===== src/verilog/sc7_pkg.sv =====
// Purpose: shared types and constants of the seven stage pipeline core
// Assumes: 16 bit words, 16 working registers, byte addressed memory
// Notes:   instructions arrive predecoded from program memory

package sc7_pkg;

  localparam logic [15:0] SC7_PC_RST  = 16'h0000;
  localparam logic [15:0] SC7_SP_RST  = 16'hFC00;
  localparam logic [15:0] SC7_STEP    = 16'h0002;
  localparam int          SC7_FIFO_DEF = 4;

  typedef enum logic [1:0] {SC7_ADD, SC7_SUB, SC7_MOV, SC7_AND} sc7_op_t;
  typedef enum logic [1:0] {SC7_DUAL_PORT_RAM, SC7_SRAM, SC7_EXT, SC7_NOAREA}
    sc7_area_t;
  typedef enum logic [1:0] {SC7_NOSTK, SC7_PUSH, SC7_POP, SC7_RSVSTK}
    sc7_stk_t;
  typedef enum logic [1:0] {SC7_ALW, SC7_ZS, SC7_ZC, SC7_CS} sc7_cond_t;
  typedef enum logic [1:0] {SC7_MULTI, SC7_IRQ, SC7_PEC, SC7_EMU}
    sc7_inj_t;

  // ind: source from memory at [ptr]; st: result stored at [ptr]
  typedef struct packed {
    sc7_op_t     op;
    logic [3:0]  dst;
    logic [3:0]  src;
    logic [3:0]  ptr;
    logic        ind;
    logic        wr;
    logic        st;
    logic        pinc;
    sc7_stk_t    stk;
    sc7_area_t   area;
    logic [1:0]  cyc;
    logic        br;
    sc7_cond_t   cond;
    logic [15:0] tgt;
  } sc7_insn_t;

  typedef struct packed {
    logic        v;
    logic        inj;
    logic        pt;
    sc7_inj_t    kind;
    sc7_insn_t   i;
    logic [15:0] nxt;
    logic [15:0] adr;
    logic [15:0] pv;
    logic [15:0] a;
    logic [15:0] b;
  } sc7_slot_t;

  typedef struct packed {
    logic z;
    logic n;
    logic c;
  } sc7_flags_t;

  typedef struct packed {
    logic        v;
    sc7_area_t   area;
    logic [15:0] adr;
    logic [15:0] dat;
  } sc7_mreq_t;

endpackage


===== src/verilog/sc7_core.sv =====
// Purpose: seven stage instruction pipeline with fetch, FIFO and interlock
// Assumes: program memory answers with pm_ack; data reads return in MEMORY
// Notes:   ce low freezes every flop, including one-cycle pulse outputs

`timescale 1ns/1ps

module sc7_core import sc7_pkg::*; #(
  parameter int FIFO_DEPTH = SC7_FIFO_DEF
) (
  // Clock, reset, enable
  input  wire logic      core_clk,
  input  wire logic      resetn,
  input  wire logic      ce,
  // Program memory unit
  output logic           pm_req_q,
  output logic [15:0]    pm_addr_q,
  input  wire logic      pm_ack,
  input  wire sc7_insn_t pm_insn,
  // Data memory areas
  output sc7_mreq_t      dm_rd_q,
  input  wire logic [15:0] dm_rdata,
  output sc7_mreq_t      dm_wr_q,
  output sc7_mreq_t      sram_wr_q,
  // Injection requests
  input  wire logic      inj_req,
  input  wire sc7_inj_t  inj_kind,
  output logic           inj_ack_q,
  // Status
  output logic           retire_q,
  output logic           stall_q,
  output sc7_flags_t     flags_q,
  output logic [15:0]    stack_pointer_reg_q
);

  localparam int AW = $clog2(FIFO_DEPTH);
  localparam logic [AW:0] FDC = (AW+1)'(FIFO_DEPTH);

  if (FIFO_DEPTH < 2 || (FIFO_DEPTH & (FIFO_DEPTH - 1)) != 0) begin : g_chk
    $error("FIFO_DEPTH must be a power of two of at least 2");
  end

  typedef struct packed {
    logic [15:0]                pc;
    logic [15:0]                pa;
    logic                       req;
    logic                       drop;
    logic                       byp;
    sc7_slot_t                  f;
    sc7_slot_t [FIFO_DEPTH-1:0] fq;
    logic [AW:0]                cnt;
    logic [AW-1:0]              rp;
    logic [AW-1:0]              wp;
    sc7_slot_t                  d;
    sc7_slot_t                  ad;
    sc7_slot_t                  m;
    sc7_slot_t                  e;
    sc7_slot_t                  w;
    logic [1:0]                 dcnt;
    logic [15:0][15:0]          rf;
    logic [15:0]                sp;
    sc7_flags_t                 fl;
    sc7_mreq_t                  rd;
    sc7_mreq_t                  wr;
    sc7_mreq_t                  sb;
    sc7_mreq_t                  so;
    logic                       ack;
    logic                       ret;
    logic                       stl;
  } sc7_st_t;

  sc7_st_t     s_q;
  sc7_st_t     s_d;
  logic        stall;
  logic        mis;
  logic        tk;
  logic [15:0] res;

  // Writer of r in slot x: ALU destination or pointer auto-increment
  function automatic logic alu_w(input sc7_slot_t x, input logic [3:0] r);
    return x.v && ((x.i.wr && x.i.dst == r) || (x.i.pinc && x.i.ptr == r));
  endfunction

  function automatic logic [15:0] rd_fwd(input sc7_st_t s,
                                         input logic [3:0] r,
                                         input logic [15:0] rv);
    rd_fwd = s.rf[r];
    if (s.e.v && s.e.i.pinc && s.e.i.ptr == r) begin
      rd_fwd = s.e.pv + SC7_STEP;
    end
    if (s.e.v && s.e.i.wr && s.e.i.dst == r) begin
      rd_fwd = rv;
    end
  endfunction

  ////////////////////////////////////////////////////////////////////////////
  always_comb begin
    sc7_st_t     n;
    sc7_slot_t   ws;
    sc7_flags_t  nf;
    logic [16:0] sum;
    logic [16:0] dif;
    logic        cy;
    logic        uptr;
    logic        busy;
    logic        ack_ok;
    logic        pop;
    logic        push;
    logic        byp_use;
    logic [1:0]  cnow;
    logic [15:0] pv;
    logic [15:0] adr;
    logic [AW-1:0] lw;
    n = s_q;
    ws = '0;
    pop = 1'b0;
    push = 1'b0;
    byp_use = 1'b0;
    nf = '0;
    sum = '0;
    dif = '0;
    cy = 1'b0;
    uptr = 1'b0;
    busy = 1'b0;
    ack_ok = 1'b0;
    cnow = 2'h0;
    pv = '0;
    adr = '0;
    lw = '0;
    // Execute
    sum = {1'b0, s_q.e.a} + {1'b0, s_q.e.b};
    dif = {1'b0, s_q.e.a} - {1'b0, s_q.e.b};
    cy = s_q.fl.c;
    case (s_q.e.i.op)
      SC7_ADD: begin res = sum[15:0]; cy = sum[16]; end
      SC7_SUB: begin res = dif[15:0]; cy = dif[16]; end
      SC7_MOV: res = s_q.e.b;
      SC7_AND: res = s_q.e.a & s_q.e.b;
      default: res = s_q.e.b;
    endcase
    nf = s_q.fl;
    if (s_q.e.v && (s_q.e.i.wr || s_q.e.i.st)) begin
      nf = '{z: res == 16'h0000, n: res[15], c: cy};
    end
    case (s_q.e.i.cond)
      SC7_ALW: tk = 1'b1;
      SC7_ZS:  tk = nf.z;
      SC7_ZC:  tk = !nf.z;
      SC7_CS:  tk = nf.c;
      default: tk = 1'b1;
    endcase
    mis = s_q.e.v && s_q.e.i.br && (tk != s_q.e.pt);
    n.fl = nf;
    // Two execute write ports; destination wins over auto-increment
    if (s_q.e.v && s_q.e.i.pinc) begin
      n.rf[s_q.e.i.ptr] = s_q.e.pv + SC7_STEP;
    end
    if (s_q.e.v && s_q.e.i.wr) begin
      n.rf[s_q.e.i.dst] = res;
    end
    // Write back
    n.w = s_q.e;
    n.w.a = res;
    n.w.b = s_q.e.pv + SC7_STEP;
    n.ret = s_q.e.v && !s_q.e.inj;
    n.wr = '0;
    n.so = '0;
    // SRAM writes wait while a read owns the SRAM port, unless a new SRAM store pushes the buffered one out
    busy = s_q.rd.v && s_q.rd.area == SC7_SRAM;
    if (s_q.sb.v && !busy) begin
      n.so = s_q.sb;
      n.sb.v = 1'b0;
    end
    if (s_q.e.v && (s_q.e.i.st || s_q.e.i.stk == SC7_PUSH)) begin
      if (s_q.e.i.area == SC7_SRAM) begin
        if (s_q.sb.v && busy) begin
          n.so = s_q.sb;
        end
        n.sb = '{v: 1'b1, area: SC7_SRAM, adr: s_q.e.adr, dat: res};
      end else begin
        n.wr = '{v: 1'b1, area: s_q.e.i.area, adr: s_q.e.adr,
                 dat: res};
      end
    end
    // Memory: operands with forwarding from execute
    n.e = s_q.m;
    n.e.a = rd_fwd(s_q, s_q.m.i.dst, res);
    n.e.b = (s_q.m.i.ind || s_q.m.i.stk == SC7_POP) ? dm_rdata
          : rd_fwd(s_q, s_q.m.i.src, res);
    // Address
    uptr = s_q.ad.v && s_q.ad.i.stk == SC7_NOSTK &&
           (s_q.ad.i.ind || s_q.ad.i.st || s_q.ad.i.pinc);
    stall = uptr && (alu_w(s_q.m, s_q.ad.i.ptr) ||
                     alu_w(s_q.e, s_q.ad.i.ptr));
    pv = s_q.ad.pv;
    // Producer now in write back: its result is forwarded here
    if (alu_w(s_q.w, s_q.ad.i.ptr)) begin
      pv = (s_q.w.i.wr && s_q.w.i.dst == s_q.ad.i.ptr) ? s_q.w.a
         : s_q.w.b;
    end
    case (s_q.ad.i.stk)
      SC7_PUSH: adr = s_q.sp - SC7_STEP;
      SC7_POP:  adr = s_q.sp;
      default:  adr = pv;
    endcase
    n.stl = stall;
    n.rd = '0;
    if (stall) begin
      n.m = '0;
    end else begin
      n.m = s_q.ad;
      n.m.adr = adr;
      n.m.pv = pv;
      if (s_q.ad.v && s_q.ad.i.stk == SC7_PUSH) begin
        n.sp = s_q.sp - SC7_STEP;
      end
      if (s_q.ad.v && s_q.ad.i.stk == SC7_POP) begin
        n.sp = s_q.sp + SC7_STEP;
      end
      if (s_q.ad.v && (s_q.ad.i.ind || s_q.ad.i.stk == SC7_POP)) begin
        n.rd = '{v: 1'b1, area: s_q.ad.i.area, adr: adr,
                 dat: 16'h0000};
      end
      n.ad = s_q.d;
    end
    // Prefetch: detect branch and predict (forward conditional: not taken)
    ack_ok = pm_ack && s_q.req && !s_q.drop;
    ws.v = 1'b1;
    ws.i = pm_insn;
    ws.nxt = s_q.pa + SC7_STEP;
    ws.pt = pm_insn.br && (pm_insn.cond == SC7_ALW ||
                           pm_insn.tgt < s_q.pa);
    // Decode: multicycle slots, then events, then FIFO, then bypass
    n.ack = 1'b0;
    if (!s_q.d.v || !stall) begin
      n.d = '0;
      cnow = (s_q.d.v && !s_q.d.inj) ? s_q.d.i.cyc : s_q.dcnt;
      if (cnow != 2'h0) begin
        n.d.v = 1'b1;
        n.d.inj = 1'b1;
        n.d.kind = SC7_MULTI;
        n.dcnt = cnow - 2'h1;
      end else if (inj_req && !s_q.ack) begin
        n.d.v = 1'b1;
        n.d.inj = 1'b1;
        n.d.kind = inj_kind;
        n.ack = 1'b1;
      end else if (s_q.cnt != '0) begin
        n.d = s_q.fq[s_q.rp];
        pop = 1'b1;
      end else if (s_q.byp && ack_ok && !s_q.f.v) begin
        n.d = ws;
        byp_use = 1'b1;
      end
      n.d.pv = s_q.rf[n.d.i.ptr];
    end
    // Fetch: next pointer, fold branch into the previous entry
    lw = s_q.wp - 1'b1;
    if (s_q.f.v) begin
      n.f = '0;
      if (s_q.f.i.br && s_q.cnt > {{AW{1'b0}}, pop} &&
          !s_q.fq[lw].i.br) begin
        n.fq[lw].i.br = 1'b1;
        n.fq[lw].i.cond = s_q.f.i.cond;
        n.fq[lw].i.tgt = s_q.f.i.tgt;
        n.fq[lw].pt = s_q.f.pt;
        n.fq[lw].nxt = s_q.f.nxt;
      end else begin
        n.fq[s_q.wp] = s_q.f;
        n.wp = s_q.wp + 1'b1;
        push = 1'b1;
      end
    end
    if (pop) begin
      n.rp = s_q.rp + 1'b1;
    end
    n.cnt = s_q.cnt + {{AW{1'b0}}, push} - {{AW{1'b0}}, pop};
    if (pm_ack && s_q.req) begin
      n.req = 1'b0;
      n.drop = 1'b0;
    end
    if (ack_ok) begin
      n.byp = 1'b0;
      n.pc = ws.pt ? ws.i.tgt : ws.nxt;
      if (!byp_use) begin
        n.f = ws;
      end
    end
    // One request in flight, reissued at the answer edge so the FIFO
    // can fill; room is kept for the word still on its way
    if ((!s_q.req || (pm_ack && s_q.req)) &&
        n.cnt + {{AW{1'b0}}, n.f.v} < FDC) begin
      n.req = 1'b1;
      n.pa = n.pc;
    end
    // Misprediction: flush younger work, restart fetch on the bypass
    if (mis) begin
      n.f = '0;
      n.d = '0;
      n.ad = '0;
      n.m = '0;
      n.e = '0;
      n.cnt = '0;
      n.rp = '0;
      n.wp = '0;
      n.dcnt = 2'h0;
      n.ack = 1'b0;
      n.rd = '0;
      n.stl = 1'b0;
      n.sp = s_q.sp;
      n.byp = 1'b1;
      n.pc = tk ? s_q.e.i.tgt : s_q.e.nxt;
      n.drop = n.req;
    end
    s_d = n;
  end

  ////////////////////////////////////////////////////////////////////////////
  always_ff @(posedge core_clk) begin
    if (!resetn) begin
      s_q <= '0;
      s_q.pc <= SC7_PC_RST;
      s_q.sp <= SC7_SP_RST;
    end else if (ce) begin
      s_q <= s_d;
    end
  end

  assign pm_req_q            = s_q.req;
  assign pm_addr_q           = s_q.pa;
  assign dm_rd_q             = s_q.rd;
  assign dm_wr_q             = s_q.wr;
  assign sram_wr_q           = s_q.so;
  assign inj_ack_q           = s_q.ack;
  assign retire_q            = s_q.ret;
  assign stall_q             = s_q.stl;
  assign flags_q             = s_q.fl;
  assign stack_pointer_reg_q = s_q.sp;
endmodule


===== config.mk =====
export PLATFORM = sky130hd
export DESIGN_NAME = sc7_core
export DESIGN_NICKNAME = d
export VERILOG_FILES = /design/src/verilog/sc7_pkg.sv /design/src/verilog/sc7_core.sv
export SDC_FILE = /design/constraint.sdc
export NUM_CORES = 2
export LEC_CHECK = 0
export BUFFER_PORTS_ARGS = -buffer_cell sky130_fd_sc_hd__buf_2
export CAP_MARGIN = 30
export CORE_MARGIN = 3
export CORE_UTILIZATION = 30
export DETAILED_ROUTE_END_ITERATION = 12
export MAX_ROUTING_LAYER = met4
export SYNTH_ARGS = -nofsm -noshare
export SYNTH_HDL_FRONTEND = slang
export SYNTH_SLANG_ARGS = --single-unit

===== constraint.sdc =====
create_clock -name core_clk -period 10.95 [get_ports core_clk]
set_clock_uncertainty 0.2 [all_clocks]
set_input_delay 1.095 -clock core_clk [delete_from_list [all_inputs] [get_ports core_clk]]
set_output_delay 1.095 -clock core_clk [all_outputs]
set_load 0.02 [all_outputs]

After elaboration in Yosys (flattened, before gate mapping)

Index checks and enable logic that the tools add are counted.

Register bits: 1,599
Input bits: 66
Output and inout port bits: 144
Word-level logic and storage cells: 512

$add $sub $neg: 13
Magnitude comparators: 15
Eq/ne operators: 25
Multiplexer cells: 108
Bitwise gates (word level): 3
Reductions and logical operators: 93

Operators by type and width:

| operator         | number |
|---|---|
| $bwmux W512      | 6 |
| $demux W128 S2   | 6 |
| $mux W128        | 8 |
| $mux W639        | 1 |
| $mux W519        | 1 |
| $bmux W128 S2    | 2 |
| $bwmux W256      | 2 |
| $mux W256        | 2 |
| $mux W512        | 1 |
| $mux W123        | 3 |
| $mux W16         | 18 |
| $mux W35         | 6 |
| $mux W99         | 2 |
| $bmux W16 S4     | 3 |
| $mux W130        | 1 |
| $mux W129        | 1 |
| $demux W16 S4    | 2 |
| $mux W126        | 1 |
| $mux W105        | 1 |
| $mux W98         | 1 |
| $mux W96         | 1 |
| $mux W80         | 1 |
| $mux W70         | 1 |
| $pmux W16 S4     | 1 |
| 39 further kinds | 185 |

Longest topological paths before layout

Depth in word-level cells: 21
Depth in mapped cells: 24
Depth with buffers taken out: 21

Least setup slack after synthesis

Ideal clock, no wire load.

Kind: register -> register
Start: reg s_q[914] (netlist name)
End: reg s_q, in the netlist pm_addr_q[10]
Setup time: 0.059 ns
Arrival time: 4.996 ns
Path slack: 5.695 ns
Cell stages (with the launch flop): 22
Cells stage by stage: dfxtp_1 > clkbuf_1 > xor2_1 > nor4_1 > o21ai_0 > a21oi_1 > a21oi_1 > and2_1 > clkbuf_1 > ha_1 > a311oi_1 > nand2b_1 > xnor2_1 > ha_1 > inv_1 > fa_1 > nand3b_1 > xnor2_1 > and3_1 > clkbuf_1 > clkbuf_1 > o211a_1

Cells in the longest elaborated chain, start to end: 20
Elaborated cells on any way between the ends: 31

Ends and longest elaborated chain:

| element                       | RTL line        | text |
|---|---|---|
| start: declaration            | sc7_core.sv:71  | `sc7_st_t s_q;` |
| $eq A4 B4 Y1                  | sc7_core.sv:80  | `return x.v && ((x.i.wr && x.i.dst == r) \|\| (x.i.pinc && x.i.ptr == r));` |
| $logic_and A1 B1 Y1           | sc7_core.sv:80  |  |
| $logic_or A1 B1 Y1            | sc7_core.sv:80  |  |
| $logic_and A1 B1 Y1           | sc7_core.sv:80  |  |
| $logic_or A1 B1 Y1 *          | sc7_core.sv:192 | `stall = uptr && (alu_w(s_q.m, s_q.ad.i.ptr) \|\|` |
| $logic_and A1 B1 Y1 *         | sc7_core.sv:192 |  |
| $logic_not A1 Y1 *            | sc7_core.sv:234 | `if (!s_q.d.v \|\| !stall) begin` |
| $logic_or A1 B1 Y1 *          | sc7_core.sv:234 |  |
| [... 4 more ...]              | --              |  |
| $mux W1                       | sc7_core.sv:260 | `if (s_q.f.i.br && s_q.cnt > {{AW{1'b0}}, pop} &&` |
| $mux W1                       | sc7_core.sv:258 | `if (s_q.f.v) begin` |
| $add A3 B1 Y3                 | sc7_core.sv:276 | `n.cnt = s_q.cnt + {{AW{1'b0}}, push} - {{AW{1'b0}}, pop};` |
| $sub A3 B1 Y3                 | sc7_core.sv:276 |  |
| $add A3 B1 Y3 *               | sc7_core.sv:291 | `n.cnt + {{AW{1'b0}}, n.f.v} < FDC) begin` |
| $lt A3 B3 Y1 *                | sc7_core.sv:291 |  |
| $logic_and A1 B1 Y1 *         | sc7_core.sv:290 | `if ((!s_q.req \|\| (pm_ack && s_q.req)) &&` |
| $reduce_and A2 Y1 (no line) * | --              |  |

Mark *: on every way between the ends. The rest lies on a longest branch, timed or not. The select of a mux whose other input is x is not followed.
A chain may end at the register's enable or synchronous reset.

Worst setup path after layout

Start: reg s_q[549] (netlist name)
End: reg s_q[735] (netlist name)

Cells in the longest elaborated chain, start to end: 9
Elaborated cells on any way between the ends: 12

Ends and longest elaborated chain:

| element                                        | RTL line        | text |
|---|---|---|
| $sub A16 B16 Y17, or another cell as far along | sc7_core.sv:131 | `dif = {1'b0, s_q.e.a} - {1'b0, s_q.e.b};` |
| $pmux W16 S4                                   | sc7_core.sv:133 | `case (s_q.e.i.op)` |
| $logic_not A16 Y1                              | sc7_core.sv:142 | `nf = '{z: res == 16'h0000, n: res[15], c: cy};` |
| $mux W3 *                                      | sc7_core.sv:141 | `if (s_q.e.v && (s_q.e.i.wr \|\| s_q.e.i.st)) begin` |
| $logic_not A1 Y1                               | sc7_core.sv:147 | `SC7_ZC: tk = !nf.z;` |
| $pmux W1 S4 *                                  | sc7_core.sv:144 | `case (s_q.e.i.cond)` |
| $ne A1 B1 Y1 *                                 | sc7_core.sv:151 | `mis = s_q.e.v && s_q.e.i.br && (tk != s_q.e.pt);` |
| $logic_and A1 B1 Y1 *                          | sc7_core.sv:151 |  |
| $mux W519 *                                    | sc7_core.sv:296 | `if (mis) begin` |

Mark *: on every way between the ends. The rest lies on a longest branch, timed or not.

==> results.md <==
* Area growth syn-to-layout at 12.0%
* Initial Util at 30.4%
* Clk_lat worst skew at 810 ps
* Core ar. at 189000 sq um
* Status: completed
* Setup tns final at 0 ps
* Unique masters post-synth at 88
* Max rail drop VDD at 127 uV
* Seq/Total Area, Yosys at 40.6%
* Initial DRC count at 6420
* FF-to-FF setup slack at 4080 ps
* DIE WIDTH at 443 um
* Routed len/inst at 24.0 um
* Kind of end point of the critical path: flip-flop
* CTS sink count at 1161
* Setup Fix Bufs, Post-CTS at 0
* First-pass GRT wire length at 318 mm
* Num ports at 210
* Fin. max-slew vios at 0
* Cell Area, Synth at 57300 sq um
* Post-Syn Instances at 6533
* Period Utilization, post-route at 62.8%
* CTS Buf Count at 119
* Worst setup SP type: flip-flop
* Remaining Overflow, GRT at 0
* Worst r2r path cells at 16
* Fmax achieved at 0.145 GHz
* Layout Nets at 6394
* Most numerous cell in the Yosys netlist: dfxtp_1
* RSZ-0062 raised after global routing: false
* CTS tree: done
* Register Area at 23300 sq um
* Total track usage at 21.4%
* Fillers at 19257
* Vias in the first global route at 48562
* WS Path Type: flip-flop to flip-flop
* Slowest stage cell, crit path: o211a_1
* CTS Buffer Depth at 3
* Die ar. at 196000 sq um
* Critical path endpoint: s_q[735]$_SDFFE_PN0P_
* Post-CTS sizing at 0
* Synth area leaders: dfxtp_1 41%, mux4_2 8.8%, nand2_1 7.2%
* Final Hold Vio Count at 0
* DR DRC count at 0
* Vias post-DR at 51545
* H-tree levels at 3
* Initial antenna violation count at 10
* CTS Hold Buffers Added at 0
* Final RePlAce weighted congestion at 0.959
* YS warnings at 0
* Area of the multi-input gates at 30600 sq um
* Endpoints failing setup at 0
* PwrDens at 150 nW/um^2
* Post-Route WL at 213 mm
* Port buffer count at 189
* CP Cell Sequence: inv_1 -> ha_1 -> nor2b_1 -> o2111ai_1 -> nand2_1 -> a41oi_2 -> xnor2_1 -> mux4_2 -> nor4_2 -> and3_1 -> o211a_2 -> o211a_1 -> or2_1 -> buf_4 -> or3_1 -> o21ai_0
* Critical path arrival at 7290 ps
* HP Class: flip-flop to flip-flop
* Most common library cells after synthesis: 1161 x dfxtp_1, 1104 x nand2_1, 537 x clkbuf_1, 449 x a21oi_1, 375 x o21ai_0
* Dpl hpwl at 132 mm
* Largest net degree at the start of global routing at 168
* Max-slew headroom at 24.3%
* Main flop type after synthesis: dfxtp_1
* Final ANT Viol Nets at 0
* Synth area leader: dfxtp_1
* Post-synth EDFFs at 0
* Worst EP required at 11370 ps
* Post-synth ARST share at 0%
* Height of the chip at 443 um
* Area share of the largest cell type after synthesis at 40.6%
* Worst-Margin Slew at 1130 ps
* Avg Inst Size Synth at 8.77 sq um
* Crit-path max cell delay at 900 ps
* Critical path origin: s_q[549]$_SDFFE_PN0P_
* RR Startpoint: s_q[549]$_SDFFE_PN0P_
* Leakage power at 22.5 nW
* DRT Pass-1 Iters at 8
* Seq cells post-synth at 1161
* Max Cap Viol at 0
* Clock transition at path regs at 60 ps
* Critical path fanouts, max at 23
* Placed Area at 59800 sq um
* Final min period at 6870 ps
* Critical R2R Capture: s_q[735]$_SDFFE_PN0P_
* Row count at 159
* Ratio of cells with drive above 1 in the final layout at 14.0%
* Design area at 64200 sq um
* Root Buffer: clkbuf_16
* Drt via density at 5.82
[layout make-up]
cell class / count / area share (%)
Timing Repair Buffer: 358 / 4.15
Clock inverter: 57 / 1.18
Sequential cell: 1161 / 36.2
Multi-Input combinational cell: 4525 / 47.7
Antenna cell: 5 / 0.0195
Clock buffer: 161 / 5.26
Inverter: 98 / 0.589
Tap cell: 2495 / 4.86
[worst min-delay path by stage]
stage          depth (start not counted)                  endpoint  slack [ps]                startpoint
2_1_floorplan                          2     s_q[733]$_SDFFE_PN0P_         230     s_q[733]$_SDFFE_PN0P_
3_3_place_gp                           2  dm_rd_q[19]$_SDFFE_PN0P_         240  dm_rd_q[19]$_SDFFE_PN0P_
3_5_place_dp                           2     s_q[708]$_SDFFE_PN0P_         240     s_q[708]$_SDFFE_PN0P_
4_1_cts                                1     s_q[897]$_SDFFE_PN0P_         240    s_q[1025]$_SDFFE_PN0P_
5_1_grt                                2                 flip-flop         270                 flip-flop
6_report                               1     s_q[842]$_SDFFE_PN0P_         250     s_q[970]$_SDFFE_PN0P_
[cell families (layout without fill, tap and decap cells)]
logic type / after synthesis / count (layout) / share of synthesized area [%]
flip-flops: 1161 / 1161 / 40.6
other: 1 / 23 / 0.00654
AO/OA/AOI/OAI: 2162 / 2162 / 25.5
multiplexers: 317 / 317 / 10.5
AND/OR/NAND/NOR: 1880 / 1880 / 14.0
XOR/XNOR: 83 / 83 / 1.27
adder cells (fa/ha/maj): 65 / 65 / 1.46
buffers and inverters: 864 / 674 / 6.72
[power by group]
part	switching, mW	internal, mW	leakage [nW]	total (mW)
sequential	0.0988	4.29	9.38	4.39
combinational	0.653	0.296	11.1	0.949
clock	1.87	2.42	2.01	4.29
[cells in the final DEF (no fill, tap or decap), drive strengths merged, types with 126 or more instances in the layout]
master  synthesis  layout
dfxtp        1161    1161
nand2        1104    1104
a21oi         450     450
o21ai         401     401
buf           229     357
nor2          343     343
a21boi        266     266
mux4          225     225
a22o          204     204
o22ai         191     191
clkbuf        537     162
a221oi        132     132
nand3         126     126
[metal layers]
metal	part of all wire, %	up-vias	global-route usage, %
met5	0	-	-
met4	4.8	0	9.64
met2	44	2791	31.5
li1	-	23093	-
met1	41	25081	28.0
met3	9.9	580	4.77
[per-stage QoR]
step / util (%) / std cells / hold WS, ps / power, mW / worst slack [ps]
6_report: 34.0 / 8860 / 247 / 9.63 / 4080
5_1_grt: 34.0 / 8859 / 269 / 9.97 / 3790
4_1_cts: 33.9 / 8844 / 238 / 9.70 / 4190
3_5_place_dp: 31.7 / 8626 / 245 / 5.43 / 4190
3_3_place_gp: 31.5 / 8605 / 235 / 5.42 / 3650
2_1_floorplan: - / 6550 / 226 / 5.14 / 5700
[worst max-delay path, delay by kind of cell (launching register included)]
kind | cells | cell delay [ps]
adders and majority gates | 1 | 320
xor gates and xnor gates | 1 | 100
AOI/OAI and AO/OA | 5 | 2250
muxes | 1 | 830
and+or+nand+nor | 6 | 2110
DFF | 1 | 420
buffers and inverters | 2 | 450
No activity file was read; power rests on OpenSTA's default activity.
